<file path="src/include/cbcs_consts.svh">
// Timing counts, reset values and status layout of the bus cycle sequencer
`ifndef CBCS_CONSTS_SVH
`define CBCS_CONSTS_SVH

`define CBCS_CLK_NS 8
`define CBCS_STATE_NS 488
`define CBCS_STATE_CLKS (`CBCS_STATE_NS / `CBCS_CLK_NS)

`define CBCS_PC_RESET 16'h0000
`define CBCS_RESTART_VECTOR 16'h0038
`define CBCS_RESTART_CODE 8'hFF
`define CBCS_MIN_STATES 3'h3
`define CBCS_MID_STATES 3'h4
`define CBCS_MAX_STATES 3'h5

`define CBCS_ST_INTA 0
`define CBCS_ST_WO_N 1
`define CBCS_ST_STACK 2
`define CBCS_ST_HLTA 3
`define CBCS_ST_OUT 4
`define CBCS_ST_M1 5
`define CBCS_ST_INP 6
`define CBCS_ST_MEMORY_READ_STROBE_N 7

`endif

</file>
<file path="src/include/cbcs_pkg.sv">
// Types shared by the bus cycle sequencer and its timebase
package cbcs_pkg;

  typedef enum logic [3:0] {
    CBCS_S_IDLE,
    CBCS_S_T1,
    CBCS_S_T2,
    CBCS_S_WAIT_STATE,
    CBCS_S_T3,
    CBCS_S_T4,
    CBCS_S_T5,
    CBCS_S_HALT,
    CBCS_S_HOLD
  } cbcs_state_t;

  typedef enum logic [2:0] {
    CBCS_K_FETCH,
    CBCS_K_MEMRD,
    CBCS_K_MEMWR,
    CBCS_K_PORTIN,
    CBCS_K_PORTOUT,
    CBCS_K_HALT,
    CBCS_K_INTACK
  } cbcs_kind_t;

  typedef struct packed {
    cbcs_state_t st;
    cbcs_state_t ret;
    cbcs_kind_t kind;
    logic sub;
    logic io_pend;
    logic [2:0] nst;
    logic last;
    logic [15:0] pc;
    logic [15:0] tgt;
    logic [15:0] addr;
    logic [7:0] wdata;
    logic [7:0] port;
    logic [7:0] rdata;
    logic [7:0] dout;
    logic int_latch;
    logic branch;
    logic drv;
    logic sync;
    logic stb_n;
    logic mrd_n;
    logic mwr_n;
    logic prd_n;
    logic epw_n;
    logic wr_n;
    logic strobe_oe_n;
    logic data_oe_n;
    logic addr_oe_n;
    logic hold_acknowledge;
    logic halted;
    logic accept;
    logic done;
  } cbcs_seq_t;

  typedef struct packed {
    logic [7:0] cnt;
    logic rdy_m;
    logic rdy;
    logic int_m;
    logic intr;
    logic hold_m;
    logic hold;
    logic rst_m;
    logic rst_n;
    logic ph1;
    logic ph2;
  } cbcs_tb_t;

endpackage

</file>
<file path="src/include/cbcs_tim_if.sv">
// Phase enables and synchronised requests from timebase to sequencer
interface cbcs_tim_if;
  logic ph1;
  logic ph2;
  logic ready;
  logic intr;
  logic hold;
  logic reset_req;
  modport src (output ph1, ph2, ready, intr, hold, reset_req);
  modport snk (input ph1, ph2, ready, intr, hold, reset_req);
endinterface

</file>
<file path="src/cbcs_bus_sequencer.sv">
// Machine-cycle sequencer: states, bus strobes, wait, hold, halt, interrupt and reset
`include "cbcs_consts.svh"
module cbcs_bus_sequencer #(
  parameter int STATE_CLKS = `CBCS_STATE_CLKS,
  parameter logic [7:0] RESTART_CODE = `CBCS_RESTART_CODE
) (
  input wire logic i_clk,
  input wire logic i_arst_n,
  input wire logic i_reset_request_in_n,
  input wire logic i_ready_request_in,
  input wire logic i_interrupt_request,
  input wire logic i_hold_request,
  input wire logic i_bus_output_enable_n,
  input wire logic i_interrupt_enable_flag,
  input wire logic i_req_valid,
  input wire cbcs_pkg::cbcs_kind_t i_req_kind,
  input wire logic [15:0] i_req_addr,
  input wire logic [7:0] i_req_wdata,
  input wire logic [2:0] i_req_states,
  input wire logic i_req_last,
  input wire logic [7:0] i_data,
  output logic [7:0] o_data,
  output logic o_data_oe_n,
  output logic [7:0] o_low_address_byte,
  output logic [7:0] o_high_address_byte,
  output logic o_address_oe_n,
  output logic o_sync,
  output logic o_status_strobe_n,
  output logic o_memory_read_strobe_n,
  output logic o_memory_write_strobe_n,
  output logic o_port_read_strobe_n,
  output logic o_early_port_write_strobe_n,
  output logic o_write_strobe_n,
  output logic o_strobe_oe_n,
  output logic o_hold_acknowledge,
  output logic o_halted,
  output logic o_req_accept,
  output logic o_done,
  output logic [7:0] o_rdata,
  output logic [15:0] o_pc
);
  import cbcs_pkg::*;

  localparam cbcs_seq_t SEQ_RST = '{
    st: CBCS_S_IDLE,
    ret: CBCS_S_IDLE,
    kind: CBCS_K_FETCH,
    nst: `CBCS_MIN_STATES,
    pc: `CBCS_PC_RESET,
    mrd_n: 1'b1,
    mwr_n: 1'b1,
    prd_n: 1'b1,
    epw_n: 1'b1,
    wr_n: 1'b1,
    strobe_oe_n: 1'b1,
    data_oe_n: 1'b1,
    addr_oe_n: 1'b1,
    default: '0
  };

  cbcs_tim_if tim ();

  cbcs_timebase #(
    .STATE_CLKS(STATE_CLKS)
  ) u_timebase (
    .i_clk(i_clk),
    .i_arst_n(i_arst_n),
    .i_ready_request_in(i_ready_request_in),
    .i_interrupt_request(i_interrupt_request),
    .i_hold_request(i_hold_request),
    .i_reset_request_in_n(i_reset_request_in_n),
    .tim(tim)
  );

  cbcs_seq_t q;
  cbcs_seq_t next_q;
  logic fin;
  logic bnd;
  logic wcyc;
  logic rcyc;

  function automatic logic is_port(cbcs_kind_t k);
    return (k == CBCS_K_PORTIN) || (k == CBCS_K_PORTOUT);
  endfunction

  function automatic logic [7:0] status_of(cbcs_kind_t k, logic sub);
    logic [7:0] s;
    s = 8'h00;
    s[`CBCS_ST_INTA] = (k == CBCS_K_INTACK);
    s[`CBCS_ST_WO_N] = !((k == CBCS_K_MEMWR) || (k == CBCS_K_PORTOUT && sub));
    s[`CBCS_ST_HLTA] = (k == CBCS_K_HALT);
    s[`CBCS_ST_OUT] = (k == CBCS_K_PORTOUT) && sub;
    s[`CBCS_ST_M1] = (k == CBCS_K_FETCH) || (k == CBCS_K_INTACK);
    s[`CBCS_ST_INP] = (k == CBCS_K_PORTIN) && sub;
    s[`CBCS_ST_MEMORY_READ_STROBE_N] = (k == CBCS_K_FETCH) || (k == CBCS_K_MEMRD) ||
                       (k == CBCS_K_HALT) || (is_port(k) && !sub);
    return s;
  endfunction

  // Opens T1: sync high, status on the data bus
  function automatic cbcs_seq_t begin_cycle(cbcs_seq_t s, cbcs_kind_t k, logic sub,
                                            logic [15:0] tgt, logic [2:0] nst,
                                            logic last, logic [7:0] wd);
    cbcs_seq_t r;
    r = s;
    r.st = CBCS_S_T1;
    r.kind = k;
    r.sub = sub;
    r.tgt = tgt;
    // Requests shorter or longer than the legal range are clamped
    if (nst < `CBCS_MIN_STATES) begin
      r.nst = `CBCS_MIN_STATES;
    end else if (nst > `CBCS_MAX_STATES) begin
      r.nst = `CBCS_MAX_STATES;
    end else begin
      r.nst = nst;
    end
    r.last = last;
    r.wdata = wd;
    r.sync = 1'b1;
    r.drv = 1'b1;
    r.dout = status_of(k, sub);
    r.halted = 1'b0;
    r.hold_acknowledge = 1'b0;
    r.addr_oe_n = 1'b0;
    return r;
  endfunction

  always_comb begin
    next_q = q;
    fin = (q.st == CBCS_S_T3 && q.nst == `CBCS_MIN_STATES) ||
          (q.st == CBCS_S_T4 && q.nst == `CBCS_MID_STATES) ||
          (q.st == CBCS_S_T5);
    bnd = tim.ph1 && (q.st == CBCS_S_IDLE || fin);
    wcyc = (q.kind == CBCS_K_MEMWR) || (q.kind == CBCS_K_PORTOUT && q.sub);
    rcyc = (q.kind == CBCS_K_FETCH) || (q.kind == CBCS_K_MEMRD) ||
           (is_port(q.kind) && !q.sub);
    next_q.accept = 1'b0;
    next_q.done = 1'b0;
    if (tim.reset_req) begin
      next_q = SEQ_RST;
      next_q.stb_n = 1'b0;
    end else begin
      // Strobe held low by a reset request is let go once the request clears,
      // otherwise the first T1 after reset would show no falling strobe
      if (q.st == CBCS_S_IDLE) begin
        next_q.stb_n = 1'b1;
      end
      if (tim.ph2) begin
        if (q.st == CBCS_S_T1) begin
          next_q.addr = q.tgt;
          next_q.stb_n = 1'b0;
        end
        // Write strobe lingers into the state after T3
        if (!q.wr_n && q.st != CBCS_S_WAIT_STATE && q.st != CBCS_S_T3) begin
          next_q.wr_n = 1'b1;
          next_q.mwr_n = 1'b1;
        end
        if (fin && q.last && tim.intr && i_interrupt_enable_flag) begin
          next_q.int_latch = 1'b1;
        end
      end
      if (tim.ph1) begin
        case (q.st)
          CBCS_S_T1: begin
            next_q.st = CBCS_S_T2;
            next_q.sync = 1'b0;
            next_q.stb_n = 1'b1;
            next_q.drv = 1'b0;
            if (rcyc) begin
              next_q.mrd_n = 1'b0;
            end
            if (q.kind == CBCS_K_PORTIN && q.sub) begin
              next_q.prd_n = 1'b0;
            end
            if (q.kind == CBCS_K_PORTOUT && q.sub) begin
              next_q.epw_n = 1'b0;
            end
          end
          CBCS_S_T2: begin
            if (q.kind == CBCS_K_HALT) begin
              next_q.st = CBCS_S_HALT;
              next_q.halted = 1'b1;
            end else begin
              if (wcyc) begin
                next_q.drv = 1'b1;
                next_q.dout = q.wdata;
                next_q.wr_n = 1'b0;
              end
              if (q.kind == CBCS_K_MEMWR) begin
                next_q.mwr_n = 1'b0;
              end
              next_q.st = tim.ready ? CBCS_S_T3 : CBCS_S_WAIT_STATE;
            end
          end
          CBCS_S_WAIT_STATE: begin
            next_q.st = tim.ready ? CBCS_S_T3 : CBCS_S_WAIT_STATE;
          end
          CBCS_S_T3: begin
            next_q.mrd_n = 1'b1;
            next_q.prd_n = 1'b1;
            next_q.epw_n = 1'b1;
            next_q.done = 1'b1;
            // Controller blocks the bus and supplies the restart code
            next_q.rdata = (q.kind == CBCS_K_INTACK) ? RESTART_CODE : i_data;
            if (rcyc && q.kind != CBCS_K_MEMRD) begin
              next_q.pc = q.pc + 16'h0001;
            end
            if (is_port(q.kind) && !q.sub) begin
              next_q.port = i_data;
              next_q.io_pend = 1'b1;
            end
            if (q.kind == CBCS_K_INTACK) begin
              next_q.branch = 1'b1;
            end
            // Counter kept until the restart sequence is complete so it can be saved
            if (q.last && q.branch) begin
              next_q.pc = `CBCS_RESTART_VECTOR;
              next_q.branch = 1'b0;
            end
            next_q.st = (q.nst > `CBCS_MIN_STATES) ? CBCS_S_T4 : CBCS_S_IDLE;
          end
          CBCS_S_T4: begin
            next_q.st = (q.nst > `CBCS_MID_STATES) ? CBCS_S_T5 : CBCS_S_IDLE;
          end
          CBCS_S_T5: begin
            next_q.st = CBCS_S_IDLE;
          end
          CBCS_S_HALT: begin
            if (tim.hold) begin
              next_q.st = CBCS_S_HOLD;
              next_q.ret = CBCS_S_HALT;
              next_q.hold_acknowledge = 1'b1;
              // Hold is a state of its own, so the halt flag drops meanwhile
              next_q.halted = 1'b0;
              next_q.addr_oe_n = 1'b1;
            end else if (tim.intr && i_interrupt_enable_flag) begin
              next_q = begin_cycle(next_q, CBCS_K_INTACK, 1'b0, q.pc,
                                   `CBCS_MIN_STATES, 1'b0, 8'h00);
            end
          end
          CBCS_S_HOLD: begin
            if (!tim.hold) begin
              next_q.st = q.ret;
              next_q.hold_acknowledge = 1'b0;
              next_q.halted = (q.ret == CBCS_S_HALT);
              next_q.addr_oe_n = 1'b0;
            end
          end
          CBCS_S_IDLE: begin
            next_q.st = CBCS_S_IDLE;
          end
          default: begin
            next_q.st = CBCS_S_IDLE;
          end
        endcase
      end
      // Outside halt, hold is granted only between machine cycles
      if (bnd) begin
        next_q.drv = 1'b0;
        if (tim.hold) begin
          next_q.st = CBCS_S_HOLD;
          next_q.ret = CBCS_S_IDLE;
          next_q.hold_acknowledge = 1'b1;
          next_q.addr_oe_n = 1'b1;
        end else if (next_q.io_pend) begin
          next_q = begin_cycle(next_q, q.kind, 1'b1, {next_q.port, next_q.port},
                               `CBCS_MIN_STATES, 1'b1, next_q.wdata);
          next_q.io_pend = 1'b0;
        end else if (i_req_valid) begin
          next_q.accept = 1'b1;
          if (i_req_kind == CBCS_K_FETCH && q.int_latch) begin
            next_q = begin_cycle(next_q, CBCS_K_INTACK, 1'b0, next_q.pc,
                                 i_req_states, 1'b0, 8'h00);
            next_q.int_latch = 1'b0;
          end else begin
            next_q = begin_cycle(next_q, i_req_kind, 1'b0,
                                 (i_req_kind == CBCS_K_MEMRD ||
                                  i_req_kind == CBCS_K_MEMWR) ? i_req_addr : next_q.pc,
                                 is_port(i_req_kind) ? `CBCS_MIN_STATES : i_req_states,
                                 is_port(i_req_kind) ? 1'b0 : i_req_last,
                                 i_req_wdata);
          end
        end
      end
    end
    next_q.strobe_oe_n = i_bus_output_enable_n;
    next_q.data_oe_n = !next_q.drv || i_bus_output_enable_n;
  end

  always_ff @(posedge i_clk or negedge i_arst_n) begin
    if (!i_arst_n) begin
      q <= SEQ_RST;
    end else begin
      q <= next_q;
    end
  end

  assign o_data = q.dout;
  assign o_data_oe_n = q.data_oe_n;
  assign o_low_address_byte = q.addr[7:0];
  assign o_high_address_byte = q.addr[15:8];
  assign o_address_oe_n = q.addr_oe_n;
  assign o_sync = q.sync;
  assign o_status_strobe_n = q.stb_n;
  assign o_memory_read_strobe_n = q.mrd_n;
  assign o_memory_write_strobe_n = q.mwr_n;
  assign o_port_read_strobe_n = q.prd_n;
  assign o_early_port_write_strobe_n = q.epw_n;
  assign o_write_strobe_n = q.wr_n;
  assign o_strobe_oe_n = q.strobe_oe_n;
  assign o_hold_acknowledge = q.hold_acknowledge;
  assign o_halted = q.halted;
  assign o_req_accept = q.accept;
  assign o_done = q.done;
  assign o_rdata = q.rdata;
  assign o_pc = q.pc;
endmodule

</file>
<file path="src/cbcs_timebase.sv">
// Two-phase enable generator and input synchronisers
`include "cbcs_consts.svh"
module cbcs_timebase #(
  parameter int STATE_CLKS = `CBCS_STATE_CLKS
) (
  input wire logic i_clk,
  input wire logic i_arst_n,
  input wire logic i_ready_request_in,
  input wire logic i_interrupt_request,
  input wire logic i_hold_request,
  input wire logic i_reset_request_in_n,
  cbcs_tim_if.src tim
);
  import cbcs_pkg::*;

  cbcs_tb_t q;
  cbcs_tb_t next_q;

  // Phase one at the state boundary, phase two half a state later
  always_comb begin
    next_q = q;
    next_q.cnt = (q.cnt == 8'(STATE_CLKS - 1)) ? 8'h00 : q.cnt + 8'h01;
    next_q.ph1 = (q.cnt == 8'(STATE_CLKS - 1));
    next_q.ph2 = (q.cnt == 8'(STATE_CLKS / 2 - 1));
    next_q.rdy_m = i_ready_request_in;
    next_q.rdy = q.rdy_m;
    next_q.int_m = i_interrupt_request;
    next_q.intr = q.int_m;
    next_q.hold_m = i_hold_request;
    next_q.hold = q.hold_m;
    next_q.rst_m = i_reset_request_in_n;
    next_q.rst_n = q.rst_m;
  end

  // Reset request reads active after power-up until the pin is seen high
  always_ff @(posedge i_clk or negedge i_arst_n) begin
    if (!i_arst_n) begin
      q <= '0;
    end else begin
      q <= next_q;
    end
  end

  assign tim.ph1 = q.ph1;
  assign tim.ph2 = q.ph2;
  assign tim.ready = q.rdy;
  assign tim.intr = q.intr;
  assign tim.hold = q.hold;
  assign tim.reset_req = !q.rst_n;
endmodule

</file>
<file path="config.mk">
export PLATFORM = sky130hd
export DESIGN_NAME = cbcs_bus_sequencer
export DESIGN_NICKNAME = d
export VERILOG_FILES = /design/src/include/cbcs_pkg.sv /design/src/include/cbcs_tim_if.sv /design/src/cbcs_bus_sequencer.sv /design/src/cbcs_timebase.sv
export VERILOG_INCLUDE_DIRS = /design/src /design/src/include
export SDC_FILE = /design/constraint.sdc
export NUM_CORES = 1
export LEC_CHECK = 0
export ABC_AREA = 1
export BUFFER_PORTS_ARGS = -buffer_cell sky130_fd_sc_hd__clkbuf_2
export CAP_MARGIN = 25
export CORE_ASPECT_RATIO = 1.75
export CORE_MARGIN = 1
export CORE_UTILIZATION = 52
export CTS_CLUSTER_SIZE = 25
export DETAILED_ROUTE_END_ITERATION = 6
export GPL_TIMING_DRIVEN = 0
export PLACE_DENSITY = 0.77
export SYNTH_ARGS = -nofsm -noshare
export SYNTH_HDL_FRONTEND = slang
export SYNTH_SLANG_ARGS = --single-unit
export TNS_END_PERCENT = 100
</file>
<file path="constraint.sdc">
create_clock -name i_clk -period 1.7 [get_ports i_clk]
set_clock_uncertainty 0.05 [all_clocks]
set_input_delay 0.255 -clock i_clk [delete_from_list [all_inputs] [get_ports i_clk]]
set_output_delay 0.255 -clock i_clk [all_outputs]
set_load 0.05 [all_outputs]
</file>
==> Word-level counts from Yosys, hierarchy flattened <==
Index checks and enable logic that the tools add are counted.
{ "word_totals": {"reg_bits": 132, "word_cells": 201, "in_bits": 48, "output_inout_bits": 62} }
{ "classes": {"n_lt_le_gt_ge": 6, "n_mux": 82, "reduce_logical": 40, "n_eq_ne": 29, "n_addsub": 2} }
{ "ops": {"columns": ["op", "count"], "rows": [
  ["114-bit 2-to-1 mux", 7],
  ["101-bit 2-to-1 mux", 2],
  ["106-bit 2-to-1 mux", 1],
  ["16-bit 2-to-1 mux", 5],
  ["8-bit 2-to-1 mux", 8],
  ["16-bit case mux with 2 select lines", 2],
  ["40-bit 2-to-1 mux", 1],
  ["3-bit 2-to-1 mux", 12],
  ["4-bit case mux with 7 select lines", 1],
  ["1-bit 2-to-1 mux", 26],
  ["3-bit equality test (second input constant)", 7],
  ["4-bit by 3-bit equality test with 1-bit output (second input constant)", 5],
  ["1-bit logical OR", 17],
  ["16-bit by 1-bit adder with 16-bit output (second input constant)", 1],
  ["8-bit case mux with 2 select lines", 1],
  ["3-bit by 2-bit equality test with 1-bit output (second input constant)", 5],
  ["1-bit logical AND", 15],
  ["1-bit case mux with 2 select lines", 5],
  ["3-bit greater-than comparator (second input constant)", 3],
  ["1-bit case mux with 3 select lines", 3],
  ["8-bit by 1-bit adder with 8-bit output (second input constant)", 1],
  ["4-bit by 2-bit equality test with 1-bit output (second input constant)", 2],
  ["8-bit by 5-bit equality test with 1-bit output (second input constant)", 1],
  ["8-bit by 6-bit equality test with 1-bit output (second input constant)", 1],
  ["15 further kinds", 27]
]} }

==> Depth between registers and ports, before layout <==
{ "depth": {"ltp_word": 23, "mapped_depth": 15, "ltp_nobuf": 14} }

==> Cells and area by module <==
From an unflattened synthesis, not the netlist that was laid out.
{ "unflattened": {"cells_unflattened": 940, "hier_area_um2": 7198.2} }
{ "by_module_without_submodules": {"columns": ["module", "n_inst", "seq_area_each_um2", "area_per_inst_um2", "cells_per_inst"], "rows": [
  ["cbcs_bus_sequencer", 1, 2865.2, 6510.0, 875],
  ["cbcs_timebase", 1, 450.4, 688.2, 65]
]} }

==> Least setup slack after synthesis <==
Ideal clock, no wire load.
{ "synth_path": {"path_kind": "reg-to-reg", "start": "reg q[111] (netlist bit)", "end": "reg q (netlist bit o_hold_acknowledge)", "arrival_time_ns": 1.582, "stages_incl_launch_ff": 11, "n_path_buf": 2, "t_required_ns": 1.512, "path_slack_ns": -0.070, "path_cell_list": "dfrtp_1 nor2_2 nand3_2 nor2_8 nor2_4 buf_6 nand2_4 buf_4 nand2_1 o211ai_1 a21oi_1"} }
{ "synth_lines": {"columns": ["item", "line", "source"], "rows": [
  ["start: declaration", "cbcs_bus_sequencer.sv:75", "cbcs_seq_t q;"],
  ["start signal: assignment", "cbcs_bus_sequencer.sv:295", "q <= next_q;"]
]} }

==> metrics.txt <==
# TYPE chip_impl_metric gauge
chip_impl_info{name="status",value="complete, but fails checks"} 1
chip_impl_info{name="violated_checks",value="DRC, setup timing"} 1
chip_impl_info{name="worstReg2RegStart",value="q[111]$_DFF_PN0_"} 1
chip_impl_metric{name="register_area",unit="mm2"} 0.00333
chip_impl_metric{name="drt_first_pass_iters",unit=""} 7
chip_impl_metric{name="layout-drive-gt1-share",unit="%"} 40.8
chip_impl_info{name="synth_top_cells_by_area",value="sky130_fd_sc_hd__dfrtp_1, sky130_fd_sc_hd__nand2_1, sky130_fd_sc_hd__buf_4"} 1
chip_impl_metric{name="drt-total-wl",unit="um"} 26500
chip_impl_metric{name="preCtsSetupSlack",unit="ns"} -0.591
chip_impl_metric{name="reg2reg_setup_slack",unit="ns"} -0.51
chip_impl_info{name="start_kind",value="flip-flop"} 1
chip_impl_info{name="criticalPathCategory",value="flip-flop to flip-flop"} 1
chip_impl_metric{name="wire_per_inst",unit="um"} 19.7
chip_impl_metric{name="cts_buffers",unit=""} 17
chip_impl_metric{name="critical_path.max_fanout",unit=""} 6
chip_impl_metric{name="synth_enable_flop_cells",unit=""} 0
chip_impl_metric{name="final_min_period_over_clock_period",unit="%"} 130
chip_impl_metric{name="vdd_drop_max",unit="V"} 0.000670
chip_impl_metric{name="synth_warnings",unit=""} 0
chip_impl_metric{name="num_antenna_cells",unit=""} 0
chip_impl_metric{name="clk_pin_slew",unit="ns"} 0.06
chip_impl_metric{name="achievable_frequency",unit="MHz"} 452
chip_impl_metric{name="viasPerCell",unit=""} 5.86
chip_impl_metric{name="ys_seq_elements",unit=""} 132
chip_impl_info{name="synth_top_cells_by_count",value="sky130_fd_sc_hd__nand2_1, sky130_fd_sc_hd__dfrtp_1, sky130_fd_sc_hd__nor2_1"} 1
chip_impl_metric{name="cp_data_arrival_time",unit="ns"} 2.43
chip_impl_metric{name="numPlacedInstances",unit=""} 1239
chip_impl_metric{name="min_path_cells",unit=""} 3
chip_impl_metric{name="min_period",unit="ns"} 2.21
chip_impl_info{name="holdCritPathClass",value="input pin to flip-flop"} 1
chip_impl_info{name="critical_path.startpoint",value="q[111]$_DFF_PN0_"} 1
chip_impl_metric{name="post-route-worst-setup-slack",unit="ns"} -0.514
chip_impl_metric{name="placed_area",unit="mm2"} 0.00812
chip_impl_metric{name="grt_pass1_vias",unit=""} 7287
chip_impl_metric{name="stdcell_area",unit="mm2"} 0.0103
chip_impl_metric{name="drtAntennaViolNets",unit=""} 0
chip_impl_metric{name="power_per_cell_area",unit="mW/mm2"} 732
chip_impl_metric{name="syn_avg_cell_area",unit="um2"} 7.60
chip_impl_metric{name="drv_cap",unit=""} 0
chip_impl_metric{name="finalSetupTns",unit="ns"} -20.44
chip_impl_metric{name="crit_path_required_time",unit="ns"} 1.91
chip_impl_metric{name="post_layout_nonfiller_instances",unit=""} 1348
chip_impl_metric{name="clk_latency",unit="ns"} 0.43
chip_impl_metric{name="synth_async_sr_flop_share",unit="%"} 100
chip_impl_metric{name="cts-root-to-sink-buffers",unit=""} 2
chip_impl_metric{name="timing_hold_violations_final",unit=""} 0
chip_impl_metric{name="gpl.final_weighted_congestion",unit=""} 0.979
chip_impl_info{name="min-delay-start",value="i_req_wdata[0]"} 1
chip_impl_info{name="endpoint_kind",value="flip-flop"} 1
chip_impl_metric{name="post_synthesis_cells",unit=""} 954
chip_impl_metric{name="postLayoutCoreUtil",unit="%"} 76.2
chip_impl_metric{name="final_net_count",unit=""} 1213
chip_impl_metric{name="maximum_number_of_pins_on_one_net_before_global_route_repair",unit=""} 110
chip_impl_metric{name="grt_pass1_wl",unit="um"} 37400
chip_impl_metric{name="worst-slew-pin-transition",unit="ns"} 0.784
chip_impl_metric{name="worst_r2r_path_depth",unit=""} 14
chip_impl_metric{name="synth.cell_area",unit="mm2"} 0.00725
chip_impl_metric{name="port-buffer-count",unit=""} 109
chip_impl_metric{name="grt_antenna_before_repair",unit=""} 0
chip_impl_info{name="cell_with_the_most_instances_after_synthesis",value="sky130_fd_sc_hd__nand2_1"} 1
chip_impl_metric{name="drcViolationCount",unit=""} 6
chip_impl_metric{name="power.static_leakage",unit="nW"} 5.07
chip_impl_metric{name="final.fill_count",unit=""} 953
chip_impl_metric{name="yosys.area.top_type_share",unit="%"} 42.1
chip_impl_metric{name="initialDrtViolationCount",unit=""} 656
chip_impl_metric{name="hpwl",unit="um"} 16600
chip_impl_metric{name="mappedNetlistNets",unit=""} 1006
chip_impl_metric{name="start_util",unit="%"} 53.6
chip_impl_metric{name="count_of_final_setup_violators",unit=""} 73
chip_impl_metric{name="core_area",unit="mm2"} 0.0135
chip_impl_metric{name="grt_usage",unit="%"} 34.3
chip_impl_metric{name="chipWidth",unit="um"} 91.3
chip_impl_metric{name="die-area",unit="mm2"} 0.0144
chip_impl_info{name="clock_tree.root_cell",value="sky130_fd_sc_hd__clkbuf_16"} 1
chip_impl_metric{name="vias",unit=""} 7903
chip_impl_metric{name="rows",unit=""} 56
chip_impl_info{name="setup_repair_after_global_routing_missed_its_margin",value="true"} 1
chip_impl_metric{name="area_growth",unit="%"} 42.1
chip_impl_metric{name="synthDistinctLibCells",unit=""} 44
chip_impl_metric{name="total_global_routing_overflow",unit=""} 0
chip_impl_metric{name="top_level_ports",unit=""} 110
chip_impl_metric{name="timing.max_slew.rel_slack",unit="%"} 47.7
chip_impl_metric{name="htree_levels",unit=""} 4
chip_impl_metric{name="slew_viol_final",unit=""} 0
chip_impl_metric{name="numClockSinks",unit=""} 132
chip_impl_metric{name="synth_seq_area_share",unit="%"} 45.7
chip_impl_info{name="ys_dominant_reg_cell",value="sky130_fd_sc_hd__dfrtp_1"} 1
chip_impl_metric{name="multi_input_area",unit="mm2"} 0.00378
chip_impl_info{name="synth_area_leader_cell",value="sky130_fd_sc_hd__dfrtp_1"} 1
chip_impl_metric{name="fp.dieH",unit="um"} 158
chip_impl_info{name="cts_tree",value="yes"} 1
[worst max-delay path, stage by stage, from the launching register on]
cell	delay, ns
sky130_fd_sc_hd__dfrtp_2	0.48
sky130_fd_sc_hd__inv_4	0.09
sky130_fd_sc_hd__nand2_2	0.08
sky130_fd_sc_hd__nor2_1	0.13
sky130_fd_sc_hd__nand3_1	0.13
sky130_fd_sc_hd__nand3_2	0.11
sky130_fd_sc_hd__nand2_2	0.09
sky130_fd_sc_hd__nor2_8	0.24
sky130_fd_sc_hd__buf_6	0.16
sky130_fd_sc_hd__nand2_8	0.07
sky130_fd_sc_hd__buf_12	0.13
sky130_fd_sc_hd__inv_6	0.09
sky130_fd_sc_hd__nor2_4	0.05
sky130_fd_sc_hd__nand2_1	0.07
sky130_fd_sc_hd__a21oi_1	0.07
[cells by family after synthesis]
family	Yosys count	share of synthesized area (%)
and+or+nand+nor	460	27.9
buffers and inverters	183	12.3
AOI/OAI and AO/OA	171	12.9
DFF	132	45.7
xor gates and xnor gates	4	0.483
adders and majority gates	4	0.690
[routing by layer]
layer	track usage [%]	part of all wire [%]	vias to the layer above
li1	-	-	3485
met1	36.5	33	3685
met2	59.3	50	532
met3	6.11	7.6	201
met4	28.7	9.6	0
met5	0	0	-
[repair_timing]
item	CTS	global route
hold buffers	7	0
gates cloned	4	3
pin swaps	32	55
gates resized for setup	136	156
hold endpoints to repair	30	0
endpoints found under the setup margin	98	96
setup buffers	34	32
[layout by cell type (no fill, tap or decap), types with 5 or more instances in the layout]
master	Yosys	routed
sky130_fd_sc_hd__nor2_1	90	65
sky130_fd_sc_hd__o21ai_2	0	16
sky130_fd_sc_hd__o21ai_0	58	28
sky130_fd_sc_hd__clkinvlp_4	0	5
sky130_fd_sc_hd__o21ai_1	27	39
sky130_fd_sc_hd__nand3_1	63	45
sky130_fd_sc_hd__dfrtp_2	0	8
sky130_fd_sc_hd__nor2_4	1	25
sky130_fd_sc_hd__inv_1	84	73
sky130_fd_sc_hd__nor2_2	7	9
sky130_fd_sc_hd__buf_6	2	21
sky130_fd_sc_hd__clkbuf_16	0	17
sky130_fd_sc_hd__clkbuf_1	14	7
sky130_fd_sc_hd__nand2_2	3	30
sky130_fd_sc_hd__nand3_2	3	13
sky130_fd_sc_hd__clkbuf_2	1	112
sky130_fd_sc_hd__nor3_1	25	17
sky130_fd_sc_hd__dfstp_2	10	10
sky130_fd_sc_hd__nand3_4	0	8
sky130_fd_sc_hd__nand2_4	4	11
sky130_fd_sc_hd__nor3_2	0	8
sky130_fd_sc_hd__buf_4	49	100
sky130_fd_sc_hd__dlygate4sd3_1	0	7
sky130_fd_sc_hd__buf_12	0	6
sky130_fd_sc_hd__nand4_1	17	17
sky130_fd_sc_hd__nand2_1	239	203
sky130_fd_sc_hd__dfrtp_1	122	114
sky130_fd_sc_hd__a21oi_2	1	13
sky130_fd_sc_hd__a21oi_1	58	45
sky130_fd_sc_hd__inv_4	0	6
sky130_fd_sc_hd__inv_2	17	17
[power breakdown]
group          internal (mW)  total (mW)  switching, mW
Combinational          0.132       0.417          0.284
Sequential              3.16        3.17        0.00946
Clock                   2.50        3.97           1.47
Total                   5.79        7.55           1.76
[area by class of cell]
type | count | share of cell area [%]
multi-input combinational | 642 | 36.7
sequential | 132 | 32.3
timing repair buffer | 187 | 12.7
buffer | 76 | 5.84
clock buffer | 20 | 4.33
inverter | 105 | 4.32
tap | 174 | 2.11
clock inverter | 12 | 1.74
[path summary, 6_finish.rpt]
kind	end
setup / recovery	q[100]$_DFF_PN0_
hold / removal	q[41]$_DFF_PN0_
setup reg to reg	q[100]$_DFF_PN0_
hold reg to reg	u_timebase.tim.hold$_DFF_PN0_
max in group asynchronous	q[113]$_DFF_PN0_
min in group asynchronous	o_rdata[6]$_DFFE_PN0P_
[flip-flops by register name, indices dropped and copies added (netlist names), 4 cells and up]
signal / cells
o_pc: 16
u_timebase.next_q: 4
o_low_address_byte: 8
u_timebase.q: 9
q: 52
o_high_address_byte: 8
o_data: 8
o_rdata: 8
[through the flow]
stage | total power, mW | hold slack [ns]
6_report | 7.55 | 0.00502
4_1_cts | 7.50 | 0.00449
2_1_floorplan | 3.35 | -0.0906
5_1_grt | 7.72 | 0.00860
3_5_place_dp | 3.55 | 0.0977
3_3_place_gp | 3.54 | 0.281
(Power assumes the default switching activity.)
